**config.mk**
```make
export PLATFORM = sky130hd
export DESIGN_NAME = fpt_host_flat
export DESIGN_NICKNAME = d
export VERILOG_FILES = /design/src/verilog/fpt_pkg.sv /design/src/verilog/fpt_ser_if.sv /design/src/verilog/fpt_host.sv /design/src/flat_wrapper.sv
export SDC_FILE = /design/constraint.sdc
export NUM_CORES = 1
export LEC_CHECK = 0
export BUFFER_PORTS_ARGS = -buffer_cell sky130_fd_sc_hd__buf_4
export CORE_MARGIN = 1.5
export CORE_UTILIZATION = 61
export CTS_BUF_LIST = sky130_fd_sc_hd__clkbuf_4 sky130_fd_sc_hd__clkbuf_8
export DETAILED_ROUTE_END_ITERATION = 10
export GPL_TIMING_DRIVEN = 0
export PLACE_DENSITY = 0.87
export SLEW_MARGIN = 10
export SYNTH_ARGS = -nofsm -noshare
export SYNTH_HDL_FRONTEND = slang
export SYNTH_SLANG_ARGS = --single-unit
```
**constraint.sdc**
```tcl
create_clock -name hclk -period 3.2 [get_ports hclk]
set_input_delay 0.32 -clock hclk [delete_from_list [all_inputs] [get_ports hclk]]
set_output_delay 0.32 -clock hclk [all_outputs]
set_load 0.02 [all_outputs]
```
**src/verilog/fpt_pkg.sv**
```systemverilog
// Purpose: Shared constants for the fractional synthesizer tuning port.
// Assumes: One 25 MHz clock on both ends of the serial programming link.
// Notes:   Serial words are 24 bits, sent MSB first, low four bits address.

package fpt_pkg;

	// ****************************************************************
	// Timing
	// ****************************************************************
	localparam int         CLK_NS       = 40;
	localparam int         SER_HALF_NS  = 50;
	localparam int         SER_HALF_CYC = (SER_HALF_NS + CLK_NS - 1) / CLK_NS;
	localparam logic [3:0] SER_HALF_M1  = 4'(SER_HALF_CYC - 1);

	// ****************************************************************
	// Serial word layout
	// ****************************************************************
	localparam logic [4:0] WORD_LEN    = 5'h18;
	localparam logic [4:0] WORD_MSB    = 5'h17;
	localparam logic [3:0] CTL_DEN_UP  = 4'hd;
	localparam logic [3:0] CTL_DEN_LO  = 4'h6;
	localparam logic [3:0] CTL_TUNE    = 4'hf;
	localparam int         DEN_UP_LSB  = 14;
	localparam int         DEN_LO_LSB  = 4;
	localparam int         WSEL_BIT    = 16;
	localparam int         DITHER_LSB  = 18;
	localparam int         BOOST_LSB   = 10;
	localparam int         PUMP_LSB    = 5;

	// ****************************************************************
	// Field codes and limits
	// ****************************************************************
	localparam logic [2:0]  PUMP_MIN       = 3'h2;
	localparam logic [2:0]  PUMP_MAX       = 3'h3;
	localparam logic [2:0]  PUMP_NOM       = 3'h7;
	localparam logic [1:0]  BOOST_DOUBLE   = 2'h2;
	localparam logic [1:0]  BOOST_OFF      = 2'h3;
	localparam logic [1:0]  DITHER_ON      = 2'h0;
	localparam logic [1:0]  DITHER_OFF     = 2'h3;
	localparam logic [21:0] DEN_SMALL      = 22'h00_1000;
	localparam logic [21:0] DITHER_MIN_DEN = 22'h00_03e8;

	// ****************************************************************
	// Reset values of the device fields
	// ****************************************************************
	localparam logic        RST_WSEL   = 1'b0;
	localparam logic [11:0] RST_FD_LO  = 12'h000;
	localparam logic [9:0]  RST_FD_UP  = 10'h000;
	localparam logic [2:0]  RST_PUMP   = PUMP_NOM;
	localparam logic [1:0]  RST_BOOST  = BOOST_OFF;
	localparam logic [1:0]  RST_DITHER = DITHER_OFF;

	// ****************************************************************
	// Host register map (byte offsets) and fields
	// ****************************************************************
	localparam logic [7:0] OFS_CTRL      = 8'h00;
	localparam logic [7:0] OFS_DEN       = 8'h04;
	localparam logic [7:0] OFS_TUNE      = 8'h08;
	localparam logic [7:0] OFS_STAT      = 8'h0c;
	localparam int         CTRL_WSEL     = 0;
	localparam int         CTRL_NUMZ     = 1;
	localparam int         TUNE_PUMP_LSB = 0;
	localparam int         TUNE_BST_LSB  = 4;
	localparam int         TUNE_DTH_LSB  = 8;
	localparam int         STAT_BUSY     = 0;
	localparam int         STAT_REFUSED  = 1;
	localparam int         STAT_DFORCED  = 2;

	typedef enum logic [1:0] {
		FPT_IDLE  = 2'b00,
		FPT_LOW   = 2'b01,
		FPT_HIGH  = 2'b11,
		FPT_LATCH = 2'b10
	} fpt_ser_e;

endpackage : fpt_pkg

```
**src/verilog/fpt_ser_if.sv**
```systemverilog
// Purpose: Three-line serial programming link between host and device.
// Assumes: Both ends run on hclk; the device synchronises what it samples.
// Notes:   All three lines are driven by the host only.
`timescale 1ns/100ps
`default_nettype none

interface fpt_ser_if (
	input wire logic hclk,    // common clock
	input wire logic hresetn  // async reset, active low
);
	logic ser_clk;
	logic ser_data;
	logic ser_le;

	modport host (output ser_clk, output ser_data, output ser_le);
	modport dev  (input ser_clk, input ser_data, input ser_le);
endinterface : fpt_ser_if

`default_nettype wire

```
**src/verilog/fpt_host.sv**
```systemverilog
// Purpose: Host end; AHB-Lite registers in, serial programming words out.
// Assumes: Single AHB-Lite master, word transfers only, one slave.
// Notes:   Only single word transfers; hsize is not decoded.
`timescale 1ns/100ps
`default_nettype none

module fpt_host (
	input  wire logic        hclk,       // system clock
	input  wire logic        hresetn,    // async reset, active low
	input  wire logic        hsel,       // slave select
	input  wire logic [31:0] haddr,      // byte address
	input  wire logic [1:0]  htrans,     // transfer type
	input  wire logic        hwrite,     // write when high
	input  wire logic [2:0]  hsize,      // word size only
	input  wire logic [31:0] hwdata,     // write data
	input  wire logic        hready,     // bus ready
	output logic      [31:0] hrdata,     // read data
	output logic             hreadyout,  // this slave ready
	output logic             hresp,      // always OKAY
	fpt_ser_if.host          ser         // serial programming link
);

	// ****************************************************************
	// State
	// ****************************************************************
	fpt_pkg::fpt_ser_e st_q;
	logic [3:0]        tmr_q;
	logic [4:0]        bit_q;
	logic [23:0]       sh_q;
	logic [23:0]       nxt_q;
	logic [23:0]       nxt2_q;
	logic [1:0]        npend_q;
	logic              dp_wr_q;
	logic [7:0]        dp_ofs_q;
	logic [1:0]        ctrl_q;
	logic [21:0]       den_q;
	logic [9:0]        tune_q;
	logic              refused_q;
	logic              dforced_q;

	// ****************************************************************
	// Bus decode
	// ****************************************************************
	wire       ap     = hsel && htrans[1] && hready;
	wire [7:0] a_ofs  = haddr[7:0];
	wire       a_send = (a_ofs == fpt_pkg::OFS_DEN) || (a_ofs == fpt_pkg::OFS_TUNE);
	wire       busy   = (npend_q != 2'h0) || (st_q != fpt_pkg::FPT_IDLE);

	// Writes that start a serial word are held in wait states until the
	// link is free; this is the only back-pressure the software sees.
	wire dp_go   = dp_wr_q && (hreadyout || !busy);
	wire wr_ctrl = dp_go && (dp_ofs_q == fpt_pkg::OFS_CTRL);
	wire wr_den  = dp_go && (dp_ofs_q == fpt_pkg::OFS_DEN);
	wire wr_tune = dp_go && (dp_ofs_q == fpt_pkg::OFS_TUNE);
	wire wr_stat = dp_go && (dp_ofs_q == fpt_pkg::OFS_STAT);

	// ****************************************************************
	// Denominator words
	// ****************************************************************
	wire        wsel    = ctrl_q[fpt_pkg::CTRL_WSEL];
	wire        num_z   = ctrl_q[fpt_pkg::CTRL_NUMZ];
	wire [21:0] den_in  = hwdata[21:0];
	// A narrow denominator above the 12-bit range cannot be represented.
	wire        den_bad = !wsel && (den_in >= fpt_pkg::DEN_SMALL);
	// The upper field is the value's own top bits, hence zero below 4096.
	wire [9:0]  den_up  = wsel ? den_in[21:12] : 10'h000;
	wire [23:0] w_up    = {den_up, 10'h000, fpt_pkg::CTL_DEN_UP};
	wire [23:0] w_lo    = {7'h00, wsel, den_in[11:0], fpt_pkg::CTL_DEN_LO};

	// ****************************************************************
	// Tuning word
	// ****************************************************************
	wire [2:0] t_pump   = hwdata[fpt_pkg::TUNE_PUMP_LSB +: 3];
	wire [1:0] t_boost  = hwdata[fpt_pkg::TUNE_BST_LSB +: 2];
	wire [1:0] t_dither = hwdata[fpt_pkg::TUNE_DTH_LSB +: 2];

	wire pump_ok   = (t_pump == fpt_pkg::PUMP_MIN) || (t_pump == fpt_pkg::PUMP_MAX)
		|| (t_pump == fpt_pkg::PUMP_NOM);
	wire boost_ok  = (t_boost == fpt_pkg::BOOST_DOUBLE)
		|| (t_boost == fpt_pkg::BOOST_OFF);
	wire dither_ok = (t_dither == fpt_pkg::DITHER_ON)
		|| (t_dither == fpt_pkg::DITHER_OFF);
	wire tune_ok   = pump_ok && boost_ok && dither_ok;

	wire [21:0] den_eff     = wsel ? den_q : {10'h000, den_q[11:0]};
	// Dithering is forced off rather than refused, so the pump and boost
	// settings of the same write still take effect.
	wire        dither_veto = (t_dither == fpt_pkg::DITHER_ON)
		&& ((den_eff < fpt_pkg::DITHER_MIN_DEN) || num_z);
	wire [1:0]  s_dither    = dither_veto ? fpt_pkg::DITHER_OFF : t_dither;
	wire [23:0] w_tune      = {4'h0, s_dither, 6'h00, t_boost, 2'h0, t_pump, 1'b0,
		fpt_pkg::CTL_TUNE};

	wire refuse = (wr_den && den_bad) || (wr_tune && !tune_ok);
	wire forced = wr_tune && tune_ok && dither_veto;

	// ****************************************************************
	// Bus slave
	// ****************************************************************
	wire [31:0] rd_val =
		(a_ofs == fpt_pkg::OFS_CTRL) ? {30'h0000_0000, ctrl_q} :
		(a_ofs == fpt_pkg::OFS_DEN)  ? {10'h000, den_q} :
		(a_ofs == fpt_pkg::OFS_TUNE) ? {22'h00_0000, tune_q} :
		(a_ofs == fpt_pkg::OFS_STAT) ? {29'h0000_0000, dforced_q, refused_q, busy} :
		32'h0000_0000;

	assign hresp = 1'b0;

	always_ff @(posedge hclk or negedge hresetn) begin
		if (!hresetn) begin
			dp_wr_q   <= 1'b0;
			dp_ofs_q  <= 8'h00;
			hrdata    <= 32'h0000_0000;
			hreadyout <= 1'b1;
		end else begin
			if (ap) begin
				dp_wr_q  <= hwrite;
				dp_ofs_q <= a_ofs;
				hrdata   <= rd_val;
			end else if (dp_go) begin
				dp_wr_q <= 1'b0;
			end
			if (ap && hwrite && a_send) begin
				hreadyout <= 1'b0;
			end else if (!hreadyout && !busy) begin
				hreadyout <= 1'b1;
			end
		end
	end

	// ****************************************************************
	// Software registers
	// ****************************************************************
	always_ff @(posedge hclk or negedge hresetn) begin
		if (!hresetn) begin
			ctrl_q    <= 2'h0;
			den_q     <= 22'h00_0000;
			tune_q    <= {fpt_pkg::RST_DITHER, 2'h0, fpt_pkg::RST_BOOST, 1'b0,
				fpt_pkg::RST_PUMP};
			refused_q <= 1'b0;
			dforced_q <= 1'b0;
		end else begin
			if (wr_ctrl) begin
				ctrl_q <= hwdata[1:0];
			end
			if (wr_den && !den_bad) begin
				den_q <= den_in;
			end
			if (wr_tune && tune_ok) begin
				tune_q <= {s_dither, 2'h0, t_boost, 1'b0, t_pump};
			end
			// A new event wins over a clear in the same cycle.
			refused_q <= refuse
				|| (refused_q && !(wr_stat && hwdata[fpt_pkg::STAT_REFUSED]));
			dforced_q <= forced
				|| (dforced_q && !(wr_stat && hwdata[fpt_pkg::STAT_DFORCED]));
		end
	end

	// ****************************************************************
	// Word queue
	// ****************************************************************
	wire take = (st_q == fpt_pkg::FPT_IDLE) && (npend_q != 2'h0);

	always_ff @(posedge hclk or negedge hresetn) begin
		if (!hresetn) begin
			nxt_q   <= 24'h00_0000;
			nxt2_q  <= 24'h00_0000;
			npend_q <= 2'h0;
		end else if (wr_den && !den_bad) begin
			// Upper field first, so the width select arrives last.
			nxt_q   <= w_up;
			nxt2_q  <= w_lo;
			npend_q <= 2'h2;
		end else if (wr_tune && tune_ok) begin
			nxt_q   <= w_tune;
			npend_q <= 2'h1;
		end else if (take) begin
			nxt_q   <= nxt2_q;
			npend_q <= npend_q - 2'h1;
		end
	end

	// ****************************************************************
	// Serial shifter
	// ****************************************************************
	wire tdone = (tmr_q == 4'h0);

	always_ff @(posedge hclk or negedge hresetn) begin
		if (!hresetn) begin
			tmr_q <= 4'h0;
		end else if (tdone || (st_q == fpt_pkg::FPT_IDLE)) begin
			tmr_q <= fpt_pkg::SER_HALF_M1;
		end else begin
			tmr_q <= tmr_q - 4'h1;
		end
	end

	always_ff @(posedge hclk or negedge hresetn) begin
		if (!hresetn) begin
			st_q         <= fpt_pkg::FPT_IDLE;
			bit_q        <= 5'h00;
			sh_q         <= 24'h00_0000;
			ser.ser_clk  <= 1'b0;
			ser.ser_data <= 1'b0;
			ser.ser_le   <= 1'b0;
		end else begin
			unique case (st_q)
				fpt_pkg::FPT_IDLE: begin
					if (take) begin
						sh_q         <= nxt_q;
						ser.ser_data <= nxt_q[23];
						bit_q        <= fpt_pkg::WORD_MSB;
						st_q         <= fpt_pkg::FPT_LOW;
					end
				end
				fpt_pkg::FPT_LOW: begin
					if (tdone) begin
						ser.ser_clk <= 1'b1;
						st_q        <= fpt_pkg::FPT_HIGH;
					end
				end
				fpt_pkg::FPT_HIGH: begin
					if (tdone) begin
						ser.ser_clk <= 1'b0;
						if (bit_q == 5'h00) begin
							ser.ser_le <= 1'b1;
							st_q       <= fpt_pkg::FPT_LATCH;
						end else begin
							bit_q        <= bit_q - 5'h01;
							sh_q         <= {sh_q[22:0], 1'b0};
							ser.ser_data <= sh_q[22];
							st_q         <= fpt_pkg::FPT_LOW;
						end
					end
				end
				fpt_pkg::FPT_LATCH: begin
					if (tdone) begin
						ser.ser_le <= 1'b0;
						st_q       <= fpt_pkg::FPT_IDLE;
					end
				end
			endcase
		end
	end

endmodule : fpt_host

`default_nettype wire

```
**src/flat_wrapper.sv**
```systemverilog
// flat-port wrapper written by rule: the top's interface ports become plain ports
module fpt_host_flat 
  (hclk, hresetn, hsel, haddr, htrans, hwrite, hsize, hwdata, hready, hrdata, hreadyout, hresp, ser_ser_clk, ser_ser_data, ser_ser_le);
  fpt_ser_if ser_i (.hclk(hclk), .hresetn(hresetn));
  input  wire logic hclk;
  input  wire logic hresetn;
  input  wire logic hsel;
  input  wire logic [31:0] haddr;
  input  wire logic [1:0] htrans;
  input  wire logic hwrite;
  input  wire logic [2:0] hsize;
  input  wire logic [31:0] hwdata;
  input  wire logic hready;
  output logic      [31:0] hrdata;
  output logic hreadyout;
  output logic hresp;
  output wire logic [$bits(ser_i.ser_clk)-1:0] ser_ser_clk;
  output wire logic [$bits(ser_i.ser_data)-1:0] ser_ser_data;
  output wire logic [$bits(ser_i.ser_le)-1:0] ser_ser_le;
  assign ser_ser_clk = ser_i.ser_clk;
  assign ser_ser_data = ser_i.ser_data;
  assign ser_ser_le = ser_i.ser_le;
  fpt_host u_core (.hclk(hclk), .hresetn(hresetn), .hsel(hsel), .haddr(haddr), .htrans(htrans), .hwrite(hwrite), .hsize(hsize), .hwdata(hwdata), .hready(hready), .hrdata(hrdata), .hreadyout(hreadyout), .hresp(hresp), .ser(ser_i));
endmodule
```
; ---- Word level (Yosys, flattened, before mapping)
; Index checks and enable logic that the tools add are counted.
[word_totals]
ram_bits = 0
latch_bits = 0
mem_count = 0
mem_bits_ro = 0
ff_bits = 153
in_bits = 74
out_inout_bits = 37
word_cells = 148
[classes]
n_div = 0
mul = 0
muxes = 42
magnitude_cmp = 2
addsub = 3
reduce_logical = 61
shift = 0
n_bitwise = 0
eq_ne = 21
[op_table]
columns = cell, n
row1 = $mux 32, 3
row2 = $mux 24, 3
row3 = $mux 23, 3
row4 = $pmux 23 s2, 1
row5 = $eq 8x4->1 const B, 4
row6 = $logic_and 1x1->1, 24
row7 = $ge 22x13->1 const B, 1
row8 = $lt 22x10->1 const B, 1
row9 = $mux 22, 1
row10 = $mux 2, 9
row11 = $eq 8x3->1 const B, 2
row12 = $logic_not 8->1, 2
row13 = $mux 5, 3
row14 = $reduce_bool 2->1, 7
row15 = $logic_or 1x1->1, 12
row16 = $reduce_and 4->1, 3
row17 = $mux 1, 11
row18 = $eq 2x2->1 const B, 5
row19 = $mux 10, 1
row20 = $ne 2x1->1 const B, 5
row21 = $pmux 5 s2, 1
row22 = $pmux 2 s4, 1
row23 = $logic_not 1->1, 7
row24 = $eq 3x2->1 const B, 2
row25 = 14 further kinds, 17

; ---- Depth between registers and ports, before layout
; Gate-level depths: netlist (run 1).
[depth]
ltp_word = 10
ltp_mapped = 9
mapped_depth_nobuf = 7

; ---- Least setup slack after synthesis (run 1)
; No wires, ideal clock.
[synth_path]
kind = register to register
from = reg u_core.npend_q[0]
to = reg u_core.nxt_q[14]
period_less_slack_ns = 2.092
slack_ns = 1.108
arrival_time_ns = 1.952
required_ns = 3.060
path_buffers = 1
stages_incl_launch_ff = 9
setup_time_ns = 0.140
cell_sequence = dfrtp_1 > inv_1 > ha_1 > nor3b_4 > o211ai_2 > or4b_4 > buf_6 > a32oi_1 > a31oi_1
[synth_via]
elab_chain_cells = 9
elab_cells_between_ends = 13
classes_between = mux (2) / reduce/logical (11)
[synth_rtl]
columns = element, line
row1 = "start, declared", fpt_host.sv:32  ; logic [1:0] npend_q;
row2 = "start signal, assigned", fpt_host.sv:180  ; npend_q <= npend_q - 2'h1;
row3 = $reduce_bool 2->1 *, "fpt_host.sv:47, fpt_host.sv:163"
row4 = $logic_or 1x1->1, fpt_host.sv:47  ; wire busy = (npend_q != 2'h0) || (st_q != fpt_pkg::FPT_IDLE);
row5 = $logic_not 1->1, fpt_host.sv:51  ; wire dp_go = dp_wr_q && (hreadyout || !busy);
row6 = $logic_or 1x1->1, fpt_host.sv:51
row7 = $logic_and 1x1->1, fpt_host.sv:51
row8 = $logic_and 1x1->1, fpt_host.sv:54  ; wire wr_tune = dp_go && (dp_ofs_q == fpt_pkg::OFS_TUNE);
row9 = $logic_and 1x1->1, fpt_host.sv:175  ; end else if (wr_tune && tune_ok) begin
row10 = $mux 24, fpt_host.sv:175
row11 = $mux 24, fpt_host.sv:170  ; end else if (wr_den && !den_bad) begin
row12 = "end signal, assigned", fpt_host.sv:172  ; nxt_q <= w_up;
row13 = "end signal, assigned", fpt_host.sv:176  ; nxt_q <= w_tune;
row14 = "end signal, assigned", fpt_host.sv:179  ; nxt_q <= nxt2_q;
row15 = "end, declared", fpt_host.sv:30  ; logic [23:0] nxt_q;
; Every way passes the cells marked *; elsewhere a longest branch is shown, timed or not.
; A chain may end at the register's enable or synchronous reset.

; ---- Worst setup path after layout (run 1)
[layout_path]
from = reg u_core.npend_q[0]
to = reg u_core.nxt_q[19]
; Same word-level chain as after synthesis.

==> results of run 1 <==
[logic make-up after synthesis]
| group | after synthesis | share of synthesized area [%] |
|---|---|---|
| buf+inv | 50 | 4.46 |
| mux | 43 | 8.28 |
| compound gates | 111 | 13.3 |
| xor+xnor | 5 | 0.773 |
| other cells | 1 | 0.0662 |
| fa+ha+maj | 4 | 0.883 |
| simple gates | 184 | 15.1 |
| flops | 129 | 57.1 |
[worst register-to-register path, cell delays in order (launching register included)]
cell and delay, ns:
dfrtp_1 0.39, inv_1 0.06, ha_1 0.24, nor3b_4 0.19, o211ai_2 0.43, or2_2 0.20, clkbuf_1 0.30, clkbuf_1 0.52
o221ai_1 0.22
[cell type report]
cell class	count	area [µm²]	share of cell area, %
flip-flops and latches	129	3240	47.6
repair buffers	63	499	7.33
multi-input cells	358	2210	32.5
clock buffers	22	290	4.26
clock inverters	10	180	2.65
plain buffers	37	204	3.00
well taps	108	135	1.98
inverters	13	48.8	0.717
[state kept, by name, summed over array words and instances, names as in the netlist, 4 cells and up]
signal           count
u_core.tune_q        7
u_core.nxt_q        23
u_core.dp_ofs_q      8
u_core.hrdata       22
u_core.bit_q         5
u_core.tmr_q         4
u_core.den_q        22
u_core.sh_q         23
[final timing paths]
| kind | start | end | slack, ns | cells past startpoint |
|---|---|---|---|---|
| hold reg to reg | u_core.tune_q[2] | u_core.tune_q[2] | 0.47 | 2 |
| max in group asynchronous | hresetn | u_core.tune_q[0] | 2.06 | 3 |
| setup reg to reg | u_core.npend_q[0] | u_core.nxt_q[19] | 0.52 | 8 |
| setup / recovery | u_core.npend_q[0] | u_core.nxt_q[19] | 0.52 | 8 |
| hold / removal | hwdata[11] | u_core.den_q[11] | 0.09 | 3 |
| min in group asynchronous | hresetn | u_core.tmr_q[2] | 0.36 | 2 |
[per-layer routing]
layer	up-vias	wire (µm)	track usage [%]	share of wire (%)
met5	-	0	0	0
met4	0	430	11.4	3.0
met3	45	1430	10.9	10
met2	267	6830	49.4	47
met1	2267	5710	40.6	40
li1	2005	-	-	-
[power breakdown]
| group | switching, µW | internal, µW |
|---|---|---|
| combinational | 115 | 91.2 |
| sequential | 43.5 | 1670 |
| clock | 636 | 1000 |
[layout by cell type, fill, tap and decap left out, drive strengths merged, types with 5 or more instances in the layout]
cell type and instances:
a21oi 13, a22o 26, a22oi 7, a31oi 7
buf 85, bufinv 5, clkbuf 36, conb 11
dfrtp 121, dfstp 8, inv 13, mux2 11
mux2i 30, nand2 119, nand2b 6, nor2 21
nor3 5, nor4 5, o21ai 39, o31ai 5
[stage by stage]
| step | std cells | power, µW | setup WS (ns) |
|---|---|---|---|
| 3_3_place_gp | 706 | 1920 | 0.690 |
| 5_1_grt | 740 | 3650 | 0.360 |
| 2_1_floorplan | 537 | 1820 | 1.11 |
| 3_5_place_dp | 707 | 1940 | 0.596 |
| 4_1_cts | 740 | 3550 | 0.572 |
| 6_report | 740 | 3560 | 0.519 |
==> results.json, run 1 <==
{
  "status": "finished clean",
  "hpwl_um": 9660,
  "fillers": 551,
  "hold_path_class": "input pin to flip-flop",
  "crit_type": "flip-flop to flip-flop",
  "cts_resized": 0,
  "crit_top_cell": "clkbuf_1",
  "slowest_delay_ns": 0.52,
  "ir_drop_mv": 0.322,
  "period_share_pct": 83.8,
  "yosysUniqueCellTypes": 50,
  "crit_family": "buffers and inverters",
  "drc": 0,
  "gr-total-overflow": 0,
  "antenna_cells": 0,
  "cap_viol_max_count": 0,
  "grt_max_degree": 86,
  "antenna_left": 0,
  "via_per_inst": 6.19,
  "fmax_mhz": 373,
  "core.rowCount": 34,
  "fin_skew_ns": 0.00972,
  "grt_first_pass_wirelength_um": 23400,
  "yosys_warnings": 0,
  "synthesis.area_mm2": 0.00567,
  "synth-edff-count": 0,
  "start_util_pct": 64.0,
  "clockBufferDepth": 2,
  "finalSetupTns_ns": 0,
  "slew_violations": 0,
  "first_global_vias": 4602,
  "worstPathCellList": "inv_1 -> ha_1 -> nor3b_4 -> o211ai_2 -> or2_2 -> clkbuf_1 -> clkbuf_1 -> o221ai_1",
  "yosysTopAreaCellShare_pct": 53.4,
  "critPathMaxFanout": 10,
  "cp_num_buf_inv": 3,
  "ys_top_cells_by_area": "dfrtp_1 53%, nand2_1 7.9%, mux2i_1 5.3%",
  "hold_buffers": 1,
  "cts_max_level": 4,
  "cts.clk_slew.worst_paths_ns": 0.08,
  "critPathCaptureType": "flip-flop",
  "ios": 111,
  "synth_async_sr_flop_share_pct": 100,
  "syn-instance-count": 527,
  "power.leakage_uw": 0.00347,
  "holdWs_ns": 0.0917,
  "layout_min_cycle_time_ns": 2.68,
  "clk_latency_ns": 0.44,
  "setup_viol": 0,
  "final_hold_viol_count": 0,
  "rsz0062_at_grt": "no",
  "fp.dieH_um": 99.4,
  "drt_pre_antenna_iters": 6,
  "globalplace.congestion": 0.914,
  "die_width_um": 99.4,
  "start_kind": "flip-flop",
  "final_util_pct": 77.0,
  "areaGrowthSynthToFinish_pct": 20.2,
  "routed-via-count": 4584,
  "stdcell_area_mm2": 0.00681,
  "synth_flop_cell": "dfrtp_1",
  "cts_tree": "yes",
  "wl_per_cell_um": 19.5,
  "synth_common_cells": "121 x dfrtp_1, 119 x nand2_1, 37 x o21ai_0, 30 x mux2i_1, 26 x a22o_1",
  "synth_seq_cells": 129,
  "p_per_area_mw_per_mm2": 522,
  "numPortBuffers": 61,
  "wl_um": 14400,
  "placed_area_mm2": 0.00633,
  "clockRootBuffer": "clkbuf_8",
  "fin_nets": 697,
  "grt_use_total_pct": 31.3,
  "cts_buffers": 17,
  "syn_avg_cell_area_um2": 10.8,
  "antenna_found_initial": 0,
  "cp.arrival_ns": 2.98,
  "worst-endpoint-required_ns": 3.50,
  "drt_iter0_drc": 417,
  "cts_num_sinks": 129,
  "slew_headroom_pct": 42.3,
  "yosys.area.top_type": "dfrtp_1",
  "cpMaxStageDelayCell": "clkbuf_1",
  "core_area_mm2": 0.00885,
  "dieArea_mm2": 0.00988,
  "drive_gt1_share_pct": 23.7,
  "tightestPinTransition_ns": 0.854,
  "synth.most_common_cell": "dfrtp_1",
  "yosysSeqAreaShare_pct": 57.1,
  "cts_setup_buffers": 0
}
No activity file was read; power rests on OpenSTA's default activity.
==> inputs of run 2 (changes only) <==
- CORE_UTILIZATION: 61 -> 57
- PLACE_DENSITY: 0.87 -> 0.82
- clock period: 3.2 -> 2.6 ns (I/O delays scaled with it)
==> results.json, run 2 (same netlist as run 1, synthesis figures left out) <==
{
  "r2r_slack_ns": 0.1,
  "cts_max_level": 4,
  "cts_tree": "yes",
  "hpwl_um": 9660,
  "tightestPinTransition_ns": 0.777,
  "via_per_inst": 5.78,
  "grt_first_pass_wirelength_um": 21300,
  "grt_max_degree": 95,
  "cts.clk_slew.worst_paths_ns": 0.07,
  "setup_ws_ns": 0.0995,
  "globalplace.congestion": 0.884,
  "layout_common_cells": "121 x dfrtp_1, 119 x nand2_1, 72 x buf_4",
  "layout_min_cycle_time_ns": 2.50,
  "dp_slack_ns": -0.0141,
  "r2r_cells": 8,
  "dieArea_mm2": 0.0105,
  "fin_cells": 764,
  "start_kind": "flip-flop",
  "fp.dieH_um": 103,
  "drt_iter0_drc": 477,
  "start_util_pct": 58.2,
  "antenna_left": 0,
  "final_hold_viol_count": 0,
  "areaGrowthSynthToFinish_pct": 19.7,
  "first_global_vias": 4250,
  "status": "finished clean",
  "fin_skew_ns": 0.00704,
  "drc": 0,
  "core_area_mm2": 0.00973,
  "cts_num_sinks": 129,
  "worst_r2r_startpoint": "u_core.npend_q[0]",
  "r2r_end": "u_core.den_q[4]",
  "final_util_pct": 69.7,
  "critPathMaxFanout": 10,
  "critPathCaptureType": "flip-flop",
  "slew_violations": 0,
  "min_to": "u_core.den_q[3]",
  "worst-endpoint-required_ns": 2.98,
  "grt_use_total_pct": 27.4,
  "reg_top3": "u_core.nxt_q x23, u_core.sh_q x23",
  "min_from": "hwdata[3]",
  "wl_per_cell_um": 17.6,
  "core.rowCount": 36,
  "fin_nets": 697,
  "rsz0062_at_grt": "no",
  "power.total_uw": 4100,
  "cp.arrival_ns": 2.88,
  "wl_um": 13500,
  "drive_gt1_share_pct": 23.9,
  "cap_viol_max_count": 0,
  "ios": 111,
  "p_per_area_mw_per_mm2": 605,
  "period_share_pct": 96.2,
  "hold_path_class": "input pin to flip-flop",
  "slew_headroom_pct": 48.2,
  "gr-total-overflow": 0,
  "fmax_mhz": 400,
  "drt_pre_antenna_iters": 5,
  "numPortBuffers": 61,
  "ir_drop_mv": 0.340,
  "mostFrequentLayoutCell": "dfrtp_1",
  "die_width_um": 103,
  "cts_buffers": 17,
  "clk_latency_ns": 0.44,
  "routed-via-count": 4417,
  "place_inst": 732,
  "antenna_found_initial": 0,
  "power.leakage_uw": 0.00344,
  "setup_viol": 0,
  "crit_type": "flip-flop to flip-flop",
  "hold_path_depth": 3,
  "clockBufferDepth": 2,
  "antenna_cells": 0,
  "clockRootBuffer": "clkbuf_8"
}
[run 2: cell count changes in the layout (fill, tap and decap cells not counted), sizes merged]
cell / before / now
bufinv: 5 / 3
clkbuf: 36 / 34
clkinv: 3 / 5
clkinvlp: 2 / 3
[run 2: worst max-delay path by stage]
stage | from | endpoint | slack (ns) | depth (start not counted)
floorplan | u_core.npend_q[0] | u_core.nxt_q[14] | 0.51 | 8
global placement | u_core.npend_q[0] | u_core.nxt_q[19] | -0.02 | 8
detailed placement | u_core.npend_q[0] | u_core.nxt_q[11] | -0.01 | 8
CTS | u_core.npend_q[0] | u_core.den_q[4] | 0.16 | 8
global route | u_core.tmr_q[0] | u_core.sh_q[18] | 0.0003 | 9
finish | u_core.npend_q[0] | u_core.den_q[4] | 0.1 | 8
[run 2: area by class of cell]
cell class              instances  area [µm²]
plain buffers                  37         205
clock buffers                  20         269
clock inverters                11         138
fillers                       724        2950
inverters                      13        48.8
multi-input cells             358        2220
flip-flops and latches        129        3240
well taps                     133         166
repair buffers                 63         499
[run 2: worst max-delay path: stages, from the launching register on]
cell and delay [ns]:
dfrtp_1 0.39, inv_1 0.06, ha_1 0.22, nor3b_4 0.31, o211ai_2 0.26, nor4b_2 0.63
buf_2 0.37, nand2_1 0.11, nand2_1 0.09
[run 2: where the power goes]
group	switching (µW)	total (µW)	internal, µW
clock	760	1750	994
combinational	134	246	112
sequential	50.7	2100	2050
[run 2: metrics by stage]
stage	instance area (µm²)	setup TNS [ns]	hold WS, ns
after floorplan	5700	0	-0.0356
after global placement	6330	-0.0233	0.445
after detailed placement	6360	-0.0213	0.179
after CTS	6780	0	0.0191
after global routing	6780	0	0.0252
final	6780	0	0.0248
[run 2: repair_timing]
| action | 4_1_cts | 5_1_grt |
|---|---|---|
| buffers inserted | 0 | 0 |
| hold buffers | 1 | 0 |
| gates resized for setup | 1 | 1 |
| setup endpoints to repair | 2 | 9 |
| endpoints found under the hold margin | 31 | 0 |
[run 2: per-layer routing]
metal | part of all wire, % | up-vias | GRT usage, %
li1 | - | 2009 | -
met1 | 43 | 2172 | 37.4
met2 | 47 | 202 | 42.2
met3 | 7.7 | 34 | 7.80
met4 | 2.3 | 0 | 10.1
met5 | 0 | - | 0
